## src/hdl/tlc_pkg.sv

```systemverilog
// constants and types of the temperature lookup code path
// assumes a 100 MHz APB clock; one file of logic imports it
package tlc_pkg;
    localparam int NUM_CH    = 2;
    localparam int INC_COUNT = 39;
    localparam int INC_W     = 4;
    localparam int CODE_W    = 12;
    localparam int CLK_MHZ      = 100;
    localparam int DEAD_TIME_NS = 20;
    localparam int DEAD_RAW     = (DEAD_TIME_NS * CLK_MHZ + 999) / 1000;
    localparam int DEAD_CYC     = (DEAD_RAW < 1) ? 1 : DEAD_RAW;
    localparam logic [2:0] DEAD_CNT_INIT = 3'(DEAD_CYC - 1);
    // per channel block, channel stride 0x100
    localparam logic [7:0]  INC_END_OFF   = 8'h9C;
    localparam logic [7:0]  BASE_HI_OFF   = 8'hA0;
    localparam logic [7:0]  BASE_LO_OFF   = 8'hA4;
    localparam logic [7:0]  FCODE_HI_OFF  = 8'hA8;
    localparam logic [7:0]  FCODE_LO_OFF  = 8'hAC;
    localparam logic [7:0]  LUT_HI_OFF    = 8'hB0;
    localparam logic [7:0]  LUT_LO_OFF    = 8'hB4;
    localparam logic [11:0] CTRL_ADDR     = 12'h200;
    localparam logic [11:0] FTEMP_HI_ADDR = 12'h204;
    localparam logic [11:0] FTEMP_LO_ADDR = 12'h208;
    localparam logic [11:0] BURST_ADDR    = 12'h20C;
    localparam logic [11:0] STATUS_ADDR   = 12'h210;
    localparam logic [11:0] NV_CMD_ADDR   = 12'h214;
    localparam int POL_BIT       = 4;
    localparam int FTEMP_SEL_BIT = 2;
    localparam int BURST_EN_BIT  = 7;
    localparam int STAT_GAN_BIT  = 0;
    localparam int STAT_BUSY_BIT = 1;
    localparam logic [11:0] BASE_RST   = 12'h000;
    localparam logic [11:0] FCODE_RST  = 12'h000;
    localparam logic [11:0] FTEMP_RST  = 12'h000;
    localparam logic [7:0]  CTRL_RST   = 8'h00;
    localparam logic [7:0]  BURST_RST  = 8'h00;
    localparam logic [7:0]  BURST_FULL = 8'h8F;
    localparam logic [7:0]  NV_STORE_CMD = 8'hA5;
    localparam logic signed [5:0]  BASELINE_STEP = 6'sh06;
    localparam logic signed [11:0] EXTRAP_FLOOR  = 12'shD80;
    localparam logic [5:0]  LOW_DEPTH  = 6'h0D;
    localparam logic [5:0]  HIGH_FIRST = 6'h0C;
    localparam logic [9:0]  MAX_SPAN   = 10'h270;
    localparam logic [11:0] CODE_MAX   = 12'hFFF;

    typedef enum {SW_RAIL, SW_GAP, SW_BUF} tlc_sw_state_type;
    typedef enum {EN_IDLE, EN_SETUP, EN_SUM, EN_PART} tlc_engine_type;
    typedef enum logic [3:0] {
        R_NONE, R_INC, R_BASE_H, R_BASE_L, R_FC_H, R_FC_L, R_LUT_H, R_LUT_L,
        R_CTRL, R_FT_H, R_FT_L, R_BURST, R_STATUS, R_NV
    } tlc_reg_type;
    typedef struct packed {
        logic buf_closed;
        logic rail_closed;
    } tlc_switch_type;
endpackage : tlc_pkg

```

## src/hdl/tlc_core.sv

```systemverilog
// lookup table code path, code select, output switches and APB registers
// assumes synchronous pins and a sensor sample strobe in the pclk domain
// How it works
// - table covers minus 28 to 128 degrees
// - below table, lowest increment extrapolates to -40
// - top entry interpolates above 124 degrees
// - increments are 4-bit unsigned values
// - table excursion stays within 624 codes
// - code is base plus accumulated increments
// - code is offset binary, 0x000 to 0xFFF
// - forced select swaps table code for forced code
// - forced code spans all 4096 codes
// - two identical channels
// - readable flag shows rail span below ground
// - output follows its enable pin only
// - both switches open before new one closes
// - output rests on negative rail after reset
// - byte registers act when transfer completes
// - upper nibble queued, lower byte commits both
// - 0x8F to burst control enables 15-byte bursts
// - non-volatile store only copied on command
// - temperature bits 11:6 index, 5:0 interpolate
// - slope direction bit reverses increment sign
//
// The register addresses and register access over APB were chosen for this implementation.
`timescale 1ns/1ps
module tlc_core
    import tlc_pkg::*;
(
    input  wire logic                      pclk,
    input  wire logic                      presetn,
    input  wire logic                      pce,
    input  wire logic                      psel,
    input  wire logic                      penable,
    input  wire logic                      pwrite,
    input  wire logic [11:0]               paddr,
    input  wire logic [31:0]               pwdata,
    input  wire logic [3:0]                pstrb,
    output logic      [31:0]               prdata,
    output logic                           pready,
    output logic                           pslverr,
    input  wire logic [11:0]               temp_sample,
    input  wire logic                      temp_sample_valid,
    input  wire logic                      rail_span_below_ground,
    input  wire logic [NUM_CH-1:0]         output_switch_enable_pin,
    output tlc_switch_type [NUM_CH-1:0]    switched_output,
    output logic [NUM_CH-1:0][CODE_W-1:0]  dac_code,
    output logic                           burst_enable,
    output logic [3:0]                     burst_length,
    output logic                           nv_store_request
);
    logic [INC_W-1:0]  inc_mem [NUM_CH][INC_COUNT];
    logic [CODE_W-1:0] base_code [NUM_CH];
    logic              slope_dir [NUM_CH];
    logic [CODE_W-1:0] forced_code [NUM_CH];
    logic [CODE_W-1:0] lut_code [NUM_CH];
    logic [7:0]        lut_shadow [NUM_CH];
    logic [NUM_CH-1:0] forced_code_select;
    logic              forced_temp_select;
    logic [11:0]       forced_temp;
    logic [7:0]        burst_length_control;
    logic              stage_valid;
    tlc_reg_type       stage_kind;
    logic              stage_ch;
    logic [4:0]        stage_bits;
    tlc_sw_state_type  sw_state [NUM_CH];
    logic [2:0]        sw_cnt [NUM_CH];
    tlc_engine_type    eng_state;
    logic              eng_ch;
    logic [11:0]       eng_temp;
    logic [11:0]       last_sample;
    logic              pending;
    logic              eng_up;
    logic [5:0]        eng_total;
    logic [5:0]        eng_step;
    logic [5:0]        eng_rem;
    logic [9:0]        eng_acc;

    tlc_reg_type       dec_kind;
    logic              dec_ch;
    logic [5:0]        dec_idx;
    logic [31:0]       next_prdata;
    logic              access;
    logic              write_done;
    logic              read_done;
    logic              stage_hit;
    logic [7:0]        wbyte;

    assign access     = pce && psel && penable;
    assign write_done = access && pready && pwrite && pstrb[0];
    assign read_done  = access && pready && !pwrite;
    assign wbyte      = pwdata[7:0];
    assign burst_enable = burst_length_control[BURST_EN_BIT];
    assign burst_length = burst_length_control[3:0];

    // the non-volatile store has no address here: it only sees copy requests
    always_comb begin
        dec_kind = R_NONE;
        dec_ch   = paddr[8];
        dec_idx  = paddr[7:2];
        if (paddr[1:0] != 2'h0) begin
            dec_kind = R_NONE;
        end else if (paddr[11:9] == 3'h0) begin
            if (paddr[7:0] < INC_END_OFF) begin
                dec_kind = R_INC;
            end else if (paddr[7:0] == BASE_HI_OFF) begin
                dec_kind = R_BASE_H;
            end else if (paddr[7:0] == BASE_LO_OFF) begin
                dec_kind = R_BASE_L;
            end else if (paddr[7:0] == FCODE_HI_OFF) begin
                dec_kind = R_FC_H;
            end else if (paddr[7:0] == FCODE_LO_OFF) begin
                dec_kind = R_FC_L;
            end else if (paddr[7:0] == LUT_HI_OFF) begin
                dec_kind = R_LUT_H;
            end else if (paddr[7:0] == LUT_LO_OFF) begin
                dec_kind = R_LUT_L;
            end
        end else if (paddr == CTRL_ADDR) begin
            dec_kind = R_CTRL;
        end else if (paddr == FTEMP_HI_ADDR) begin
            dec_kind = R_FT_H;
        end else if (paddr == FTEMP_LO_ADDR) begin
            dec_kind = R_FT_L;
        end else if (paddr == BURST_ADDR) begin
            dec_kind = R_BURST;
        end else if (paddr == STATUS_ADDR) begin
            dec_kind = R_STATUS;
        end else if (paddr == NV_CMD_ADDR) begin
            dec_kind = R_NV;
        end
    end

    always_comb begin
        next_prdata = 32'h0000_0000;
        case (dec_kind)
            R_INC:    next_prdata[INC_W-1:0] = inc_mem[dec_ch][dec_idx];
            R_BASE_H: next_prdata[4:0] = {slope_dir[dec_ch], base_code[dec_ch][11:8]};
            R_BASE_L: next_prdata[7:0] = base_code[dec_ch][7:0];
            R_FC_H:   next_prdata[3:0] = forced_code[dec_ch][11:8];
            R_FC_L:   next_prdata[7:0] = forced_code[dec_ch][7:0];
            R_LUT_H:  next_prdata[3:0] = lut_code[dec_ch][11:8];
            R_LUT_L:  next_prdata[7:0] = lut_shadow[dec_ch];
            R_CTRL:   next_prdata[2:0] = {forced_temp_select, forced_code_select};
            R_FT_H:   next_prdata[3:0] = forced_temp[11:8];
            R_FT_L:   next_prdata[7:0] = forced_temp[7:0];
            R_BURST:  next_prdata[7:0] = burst_length_control;
            R_STATUS: begin
                next_prdata[STAT_GAN_BIT]  = rail_span_below_ground;
                next_prdata[STAT_BUSY_BIT] = (eng_state != EN_IDLE);
            end
            default:  next_prdata = 32'h0000_0000;
        endcase
    end

    // one wait state: with pce high the answer comes in the second access cycle
    always_ff @(posedge pclk or negedge presetn) begin
        if (!presetn) begin
            pready  <= 1'b0;
            pslverr <= 1'b0;
            prdata  <= 32'h0000_0000;
        end else if (pce) begin
            pready  <= access && !pready;
            pslverr <= access && !pready && (dec_kind == R_NONE);
            if (access && !pready) begin
                prdata <= next_prdata;
            end
        end
    end

    always_comb begin
        stage_hit = 1'b0;
        if (stage_valid && stage_ch == dec_ch) begin
            stage_hit = (dec_kind == R_BASE_L && stage_kind == R_BASE_H)
                     || (dec_kind == R_FC_L && stage_kind == R_FC_H)
                     || (dec_kind == R_FT_L && stage_kind == R_FT_H);
        end
    end

    // upper nibble waits here so a 12-bit value never shows half old, half new
    always_ff @(posedge pclk or negedge presetn) begin
        if (!presetn) begin
            stage_valid <= 1'b0;
            stage_kind  <= R_NONE;
            stage_ch    <= 1'b0;
            stage_bits  <= 5'h00;
        end else if (write_done) begin
            if (dec_kind == R_BASE_H || dec_kind == R_FC_H || dec_kind == R_FT_H) begin
                stage_valid <= 1'b1;
                stage_kind  <= dec_kind;
                stage_ch    <= dec_ch;
                stage_bits  <= wbyte[4:0];
            end else if (dec_kind == R_BASE_L || dec_kind == R_FC_L
                         || dec_kind == R_FT_L) begin
                stage_valid <= 1'b0;
            end
        end
    end

    always_ff @(posedge pclk or negedge presetn) begin
        if (!presetn) begin
            for (int c = 0; c < NUM_CH; c++) begin
                base_code[c]   <= BASE_RST;
                slope_dir[c]   <= 1'b0;
                forced_code[c] <= FCODE_RST;
                lut_shadow[c]  <= 8'h00;
                for (int i = 0; i < INC_COUNT; i++) begin
                    inc_mem[c][i] <= 4'h0;
                end
            end
        end else if (write_done) begin
            if (dec_kind == R_INC) begin
                inc_mem[dec_ch][dec_idx] <= wbyte[INC_W-1:0];
            end else if (dec_kind == R_BASE_L) begin
                base_code[dec_ch][7:0] <= wbyte;
                if (stage_hit) begin
                    base_code[dec_ch][11:8] <= stage_bits[3:0];
                    slope_dir[dec_ch]       <= stage_bits[POL_BIT];
                end
            end else if (dec_kind == R_FC_L) begin
                forced_code[dec_ch][7:0] <= wbyte;
                if (stage_hit) begin
                    forced_code[dec_ch][11:8] <= stage_bits[3:0];
                end
            end
        end else if (read_done && dec_kind == R_LUT_H) begin
            lut_shadow[dec_ch] <= lut_code[dec_ch][7:0];
        end
    end

    always_ff @(posedge pclk or negedge presetn) begin
        if (!presetn) begin
            forced_code_select   <= '0;
            forced_temp_select   <= 1'b0;
            forced_temp          <= FTEMP_RST;
            burst_length_control <= BURST_RST;
            nv_store_request     <= 1'b0;
        end else if (pce) begin
            nv_store_request <= write_done && dec_kind == R_NV && wbyte == NV_STORE_CMD;
            if (write_done && dec_kind == R_CTRL) begin
                forced_code_select <= wbyte[NUM_CH-1:0];
                forced_temp_select <= wbyte[FTEMP_SEL_BIT];
            end
            if (write_done && dec_kind == R_BURST) begin
                burst_length_control <= wbyte;
            end
            if (write_done && dec_kind == R_FT_L) begin
                forced_temp[7:0] <= wbyte;
                if (stage_hit) begin
                    forced_temp[11:8] <= stage_bits[3:0];
                end
            end
        end
    end

    always_ff @(posedge pclk or negedge presetn) begin
        if (!presetn) begin
            dac_code <= '0;
        end else if (pce) begin
            for (int c = 0; c < NUM_CH; c++) begin
                // forced path bypasses the table span limit
                dac_code[c] <= forced_code_select[c] ? forced_code[c] : lut_code[c];
            end
        end
    end

    // one engine walks both channels in turn; area traded for a few cycles
    logic signed [11:0] set_t;
    logic signed [5:0]  set_k;
    logic [5:0]         sel_step;
    logic [5:0]         sel_index;
    logic [INC_W-1:0]   cur_inc;
    logic [15:0]        part_mag64;
    logic [9:0]         part_mag;
    logic signed [13:0] part_sum;
    logic [11:0]        part_code;
    logic               add_dir;

    always_comb begin
        set_t = $signed(eng_temp);
        if (set_t < EXTRAP_FLOOR) begin
            set_t = EXTRAP_FLOOR;
        end
        set_k = set_t[11:6];
        sel_step = (eng_state == EN_PART && eng_up) ? 6'(eng_total + 6'h01)
                 : (eng_state == EN_PART) ? eng_total : eng_step;
        if (eng_up) begin
            sel_index = HIGH_FIRST + sel_step;
        end else if (sel_step >= LOW_DEPTH) begin
            sel_index = 6'h00;
        end else begin
            sel_index = LOW_DEPTH - sel_step;
        end
        cur_inc = inc_mem[eng_ch][sel_index];
        if (eng_up) begin
            part_mag64 = {eng_acc, 6'h00} + 16'(eng_rem) * 16'(cur_inc);
        end else begin
            part_mag64 = {eng_acc, 6'h00} - 16'(eng_rem) * 16'(cur_inc);
        end
        part_mag = part_mag64[15:6];
        add_dir  = eng_up ^ slope_dir[eng_ch];
        part_sum = add_dir ? $signed({2'b00, base_code[eng_ch]}) + $signed({4'h0, part_mag})
                           : $signed({2'b00, base_code[eng_ch]}) - $signed({4'h0, part_mag});
        if (part_sum < 0) begin
            part_code = 12'h000;
        end else if (part_sum > $signed({2'b00, CODE_MAX})) begin
            part_code = CODE_MAX;
        end else begin
            part_code = part_sum[11:0];
        end
    end

    always_ff @(posedge pclk or negedge presetn) begin
        if (!presetn) begin
            last_sample <= 12'h000;
            pending     <= 1'b0;
        end else if (pce) begin
            if (temp_sample_valid) begin
                last_sample <= temp_sample;
            end
            // a new sample in the start cycle survives: set wins
            pending <= temp_sample_valid || (write_done && dec_kind == R_FT_L)
                    || (pending && eng_state != EN_IDLE);
        end
    end

    always_ff @(posedge pclk or negedge presetn) begin
        if (!presetn) begin
            eng_state <= EN_IDLE;
            eng_ch    <= 1'b0;
            eng_temp  <= 12'h000;
            eng_up    <= 1'b0;
            eng_total <= 6'h00;
            eng_step  <= 6'h00;
            eng_rem   <= 6'h00;
            eng_acc   <= 10'h000;
            for (int c = 0; c < NUM_CH; c++) begin
                lut_code[c] <= 12'h000;
            end
        end else if (pce) begin
            case (eng_state)
                EN_IDLE: begin
                    if (pending) begin
                        eng_temp  <= forced_temp_select ? forced_temp : last_sample;
                        eng_ch    <= 1'b0;
                        eng_state <= EN_SETUP;
                    end
                end
                EN_SETUP: begin
                    eng_up    <= (set_k >= BASELINE_STEP);
                    eng_total <= (set_k >= BASELINE_STEP) ? 6'(set_k - BASELINE_STEP)
                                                          : 6'(BASELINE_STEP - set_k);
                    eng_rem   <= set_t[5:0];
                    eng_step  <= 6'h01;
                    eng_acc   <= 10'h000;
                    eng_state <= EN_SUM;
                end
                EN_SUM: begin
                    if (eng_step > eng_total) begin
                        eng_state <= EN_PART;
                    end else begin
                        eng_acc  <= eng_acc + {6'h00, cur_inc};
                        eng_step <= eng_step + 6'h01;
                    end
                end
                EN_PART: begin
                    lut_code[eng_ch] <= part_code;
                    if (eng_ch == 1'b0) begin
                        eng_ch    <= 1'b1;
                        eng_state <= EN_SETUP;
                    end else begin
                        eng_state <= EN_IDLE;
                    end
                end
                default: eng_state <= EN_IDLE;
            endcase
        end
    end

    // pin drives the switch; bus traffic never reaches it
    always_ff @(posedge pclk or negedge presetn) begin
        if (!presetn) begin
            for (int c = 0; c < NUM_CH; c++) begin
                sw_state[c]        <= SW_RAIL;
                sw_cnt[c]          <= 3'h0;
                switched_output[c] <= '{buf_closed: 1'b0, rail_closed: 1'b1};
            end
        end else if (pce) begin
            for (int c = 0; c < NUM_CH; c++) begin
                case (sw_state[c])
                    SW_RAIL, SW_BUF: begin
                        if (output_switch_enable_pin[c] != (sw_state[c] == SW_BUF)) begin
                            sw_state[c]        <= SW_GAP;
                            sw_cnt[c]          <= DEAD_CNT_INIT;
                            switched_output[c] <= '{buf_closed: 1'b0, rail_closed: 1'b0};
                        end
                    end
                    SW_GAP: begin
                        if (sw_cnt[c] != 3'h0) begin
                            sw_cnt[c] <= sw_cnt[c] - 3'h1;
                        end else if (output_switch_enable_pin[c]) begin
                            sw_state[c]        <= SW_BUF;
                            switched_output[c] <= '{buf_closed: 1'b1, rail_closed: 1'b0};
                        end else begin
                            sw_state[c]        <= SW_RAIL;
                            switched_output[c] <= '{buf_closed: 1'b0, rail_closed: 1'b1};
                        end
                    end
                    default: sw_state[c] <= SW_RAIL;
                endcase
            end
        end
    end
endmodule : tlc_core

```

## config.mk

```make
export PLATFORM = sky130hd
export DESIGN_NAME = tlc_core
export DESIGN_NICKNAME = d
export VERILOG_FILES = /design/src/hdl/tlc_pkg.sv /design/src/hdl/tlc_core.sv
export SDC_FILE = /design/constraint.sdc
export NUM_CORES = 1
export LEC_CHECK = 0
export BUFFER_PORTS_ARGS = -buffer_cell sky130_fd_sc_hd__buf_2
export CORE_MARGIN = 5
export CORE_UTILIZATION = 65
export DETAILED_ROUTE_END_ITERATION = 10
export MAX_ROUTING_LAYER = met4
export PLACE_DENSITY = 0.83
export SLEW_MARGIN = 10
export SYNTH_ARGS = -nofsm -noshare
export SYNTH_HDL_FRONTEND = slang
export SYNTH_SLANG_ARGS = --single-unit
```

## constraint.sdc

```tcl
create_clock -name pclk -period 24.4 [get_ports pclk]
set_clock_uncertainty 0.1 [all_clocks]
set_input_delay 1.22 -clock pclk [delete_from_list [all_inputs] [get_ports pclk]]
set_output_delay 1.22 -clock pclk [all_outputs]
set_load 0.005 [all_outputs]
```

==> impl_metrics.env <==
export IMPL_yosysSeqAreaShare=0.432
export IMPL_drt_wl_total_um=84700
export IMPL_relSlewSlack=0.197
export IMPL_power_density_nw_per_um2=102
export IMPL_max_cap_violations=0
export IMPL_grt_pass1_vias=23200
export IMPL_ios=138
export IMPL_finalSetupViolCount=0
export IMPL_rsz0062_at_grt="no"
export IMPL_ys_flop_type="dfrtp_1"
export IMPL_tightest_slew_ns=1.19
export IMPL_cts_buffers=57
export IMPL_nNetsFinal=2779
export IMPL_synth_seq_cells=542
export IMPL_ir_worst_vdd_v=0.0000769
export IMPL_synth_edf_count=0
export IMPL_dr_pass1_iters=5
export IMPL_die_x_um=230
export IMPL_worst_endpoint_arrival_ns=13.77
export IMPL_fmax_mhz=74.9
export IMPL_final_hold_violation_count=0
export IMPL_die_area_um2=52800
export IMPL_die_height_um=230
export IMPL_crit_type="reg -> reg"
export IMPL_clk_latency_ns=0.65
export IMPL_drc=0
export IMPL_drt_iter0_markers=2606
export IMPL_finalCritPeriodShare=0.547
export IMPL_worstSetupStartpointType="flip-flop"
export IMPL_worstHoldPathType="reg -> reg"
export IMPL_async_reset_ff_frac=1.00
export IMPL_viasPerCell=6.87
export IMPL_syn_inst=2614
export IMPL_period_minus_slack_ns=13.35
export IMPL_p_total_w=0.00349
export IMPL_design_area_um2=34100
export IMPL_cts_clk_slew_worst_paths_ns=0.06
export IMPL_fp_coreArea_um2=47700
export IMPL_start_util=0.657
export IMPL_grt_antenna_before_repair=1
export IMPL_hpwl_um=57100
export IMPL_postCtsSetupBuffers=0
export IMPL_dr_total_vias=22600
export IMPL_power_leakage_nw=15.8
export IMPL_cp_end_kind="flip-flop"
export IMPL_gp_congestion=0.961
export IMPL_ctsLongestPathBuffers=3
export IMPL_cts_htree_levels=2
export IMPL_ctsHoldBuffers=0
export IMPL_cts_tree="built"
export IMPL_synth_area_per_cell_um2=12.0
export IMPL_r2r_slack_ns=11.05
export IMPL_status="completed"
export IMPL_placed_area_um2=32100
export IMPL_cp_slowest_cell="a21oi_1"
export IMPL_syn_to_final_growth_pct=8.68
export IMPL_root_buffer="clkbuf_16"
export IMPL_slew_viol_final=0
export IMPL_grt_total_usage=0.328
export IMPL_ys_types=83
export IMPL_antenna_left=0
export IMPL_path_common_cell="a21oi_1"
export IMPL_rows=80
export IMPL_fin_tns_setup_ns=0
export IMPL_ctsResizeCount=0
export IMPL_cp_max_fo=40
export IMPL_numPortBuffers=86
export IMPL_required_ns=24.83
export IMPL_grt_max_degree=183
export IMPL_grt_pass1_wl_um=133000
export IMPL_cpPeakStageDelay_ns=0.72
export IMPL_globalRouteOverflowTotal=0
export IMPL_clock_sinks=542
export IMPL_layout_drive_gt1_share=0.318
export IMPL_ys_warnings_count=0
export IMPL_wl_per_cell_um=25.8
export IMPL_syn_area_um2=31400
area by class of cell:
cell class,count,area [µm²]
Clock inverter,28,404
Multi-Input combinational cell,1829,16700
Antenna cell,2,5.00
Clock buffer,77,1610
Fill cell,3137,13700
Sequential cell,542,13600
Tap cell,615,769
Timing Repair Buffer,118,704
Inverter,77,289
critical path, delay by kind of cell, from the launching register on:
family,cells,cell delay (ns)
xor+xnor,1,0.24
flops,1,0.40
mux,2,0.47
compound gates,25,6.96
simple gates,2,0.77
fa+ha+maj,7,3.02
buf+inv,6,1.26
synth_stat cells (14+ instances only):
| master | instances | area share |
|---|---|---|
| buf_2 | 21 | 0.0034 |
| nand2b_1 | 17 | 0.0034 |
| o22ai_1 | 18 | 0.0036 |
| nor3_1 | 29 | 0.0046 |
| buf_1 | 30 | 0.0036 |
| o21ai_0 | 113 | 0.018 |
| clkbuf_1 | 103 | 0.012 |
| nor2b_1 | 14 | 0.0028 |
| nand3_1 | 53 | 0.0085 |
| and2_1 | 34 | 0.0068 |
| xnor2_1 | 35 | 0.0098 |
| inv_1 | 75 | 0.0090 |
| mux4_2 | 160 | 0.11 |
| xor2_1 | 17 | 0.0047 |
| a21oi_1 | 88 | 0.014 |
| mux2i_1 | 152 | 0.049 |
| buf_4 | 34 | 0.0081 |
| ha_1 | 72 | 0.029 |
| nor2_1 | 160 | 0.019 |
| nand2_1 | 179 | 0.021 |
| nand4_1 | 22 | 0.0044 |
| dfrtp_1 | 540 | 0.43 |
| a21o_1 | 14 | 0.0034 |
| a211oi_1 | 15 | 0.0036 |
| mux2_2 | 442 | 0.16 |
where the power goes:
group	internal (W)	total (W)	switching, W
registers	0.000966	0.00104	0.0000704
clock network	0.000550	0.000931	0.000381
logic	0.000568	0.00153	0.000957
cells in the final DEF (no fill, tap or decap), types with 72 or more instances in the layout:
cell / count
dfrtp_1: 539
mux2_2: 442
nand2_1: 179
nor2_1: 160
mux4_2: 160
mux2i_1: 152
o21ai_0: 113
a21oi_1: 88
buf_2: 82
inv_1: 75
ha_1: 72
through the flow:
stage / cells / hold slack (ns) / utilization / setup WS (ns)
3_3_place_gp: 3181 / 0.354 / 0.672 / 11.72
3_5_place_dp: 3181 / 0.364 / 0.672 / 11.38
4_1_cts: 3286 / 0.382 / 0.714 / 11.27
5_1_grt: 3288 / 0.418 / 0.714 / 10.26
2_1_floorplan: 2637 / 0.339 / - / 14.31
6_report: 3288 / 0.389 / 0.714 / 11.05
path summary, 6_finish.rpt:
path	depth (start not counted)	start	endpoint
setup / recovery	43	eng_state[0]	lut_code[8]
hold / removal	2	stage_valid	stage_valid
setup reg to reg	43	eng_state[0]	lut_code[8]
hold reg to reg	2	stage_valid	stage_valid
max in group asynchronous	3	presetn	inc_mem[111]
min in group asynchronous	1	presetn	forced_code[17]
metal layers:
| layer | up-vias | routed length [µm] | global-route usage |
|---|---|---|---|
| li1 | 9588 | - | - |
| met3 | 286 | 6740 | 0.0486 |
| met1 | 11600 | 32000 | 0.417 |
| met4 | 0 | 3920 | 0.129 |
| met2 | 1122 | 42000 | 0.539 |
| met5 | - | 0 | - |
sequential cells by signal, indices dropped and copies added (netlist names), 5 cells and up:
name,flops
dac_code,24
forced_code,24
forced_temp,12
lut_shadow,16
eng_total,6
eng_step,6
eng_acc,10
prdata,8
stage_bits,5
last_sample,12
inc_mem,312
eng_temp,12
lut_code,24
eng_rem,6
base_code,24
burst_length_control,8
sw_cnt,6
cell families after synthesis:
logic type,after synthesis,share of synthesized area
other,1,0.000120
flip-flops,542,0.432
adder cells (fa/ha/maj),84,0.0364
AO/OA/AOI/OAI,356,0.0740
multiplexers,754,0.322
XOR/XNOR,52,0.0145
buffers and inverters,266,0.0370
AND/OR/NAND/NOR,559,0.0836
(Power assumes the default switching activity.)
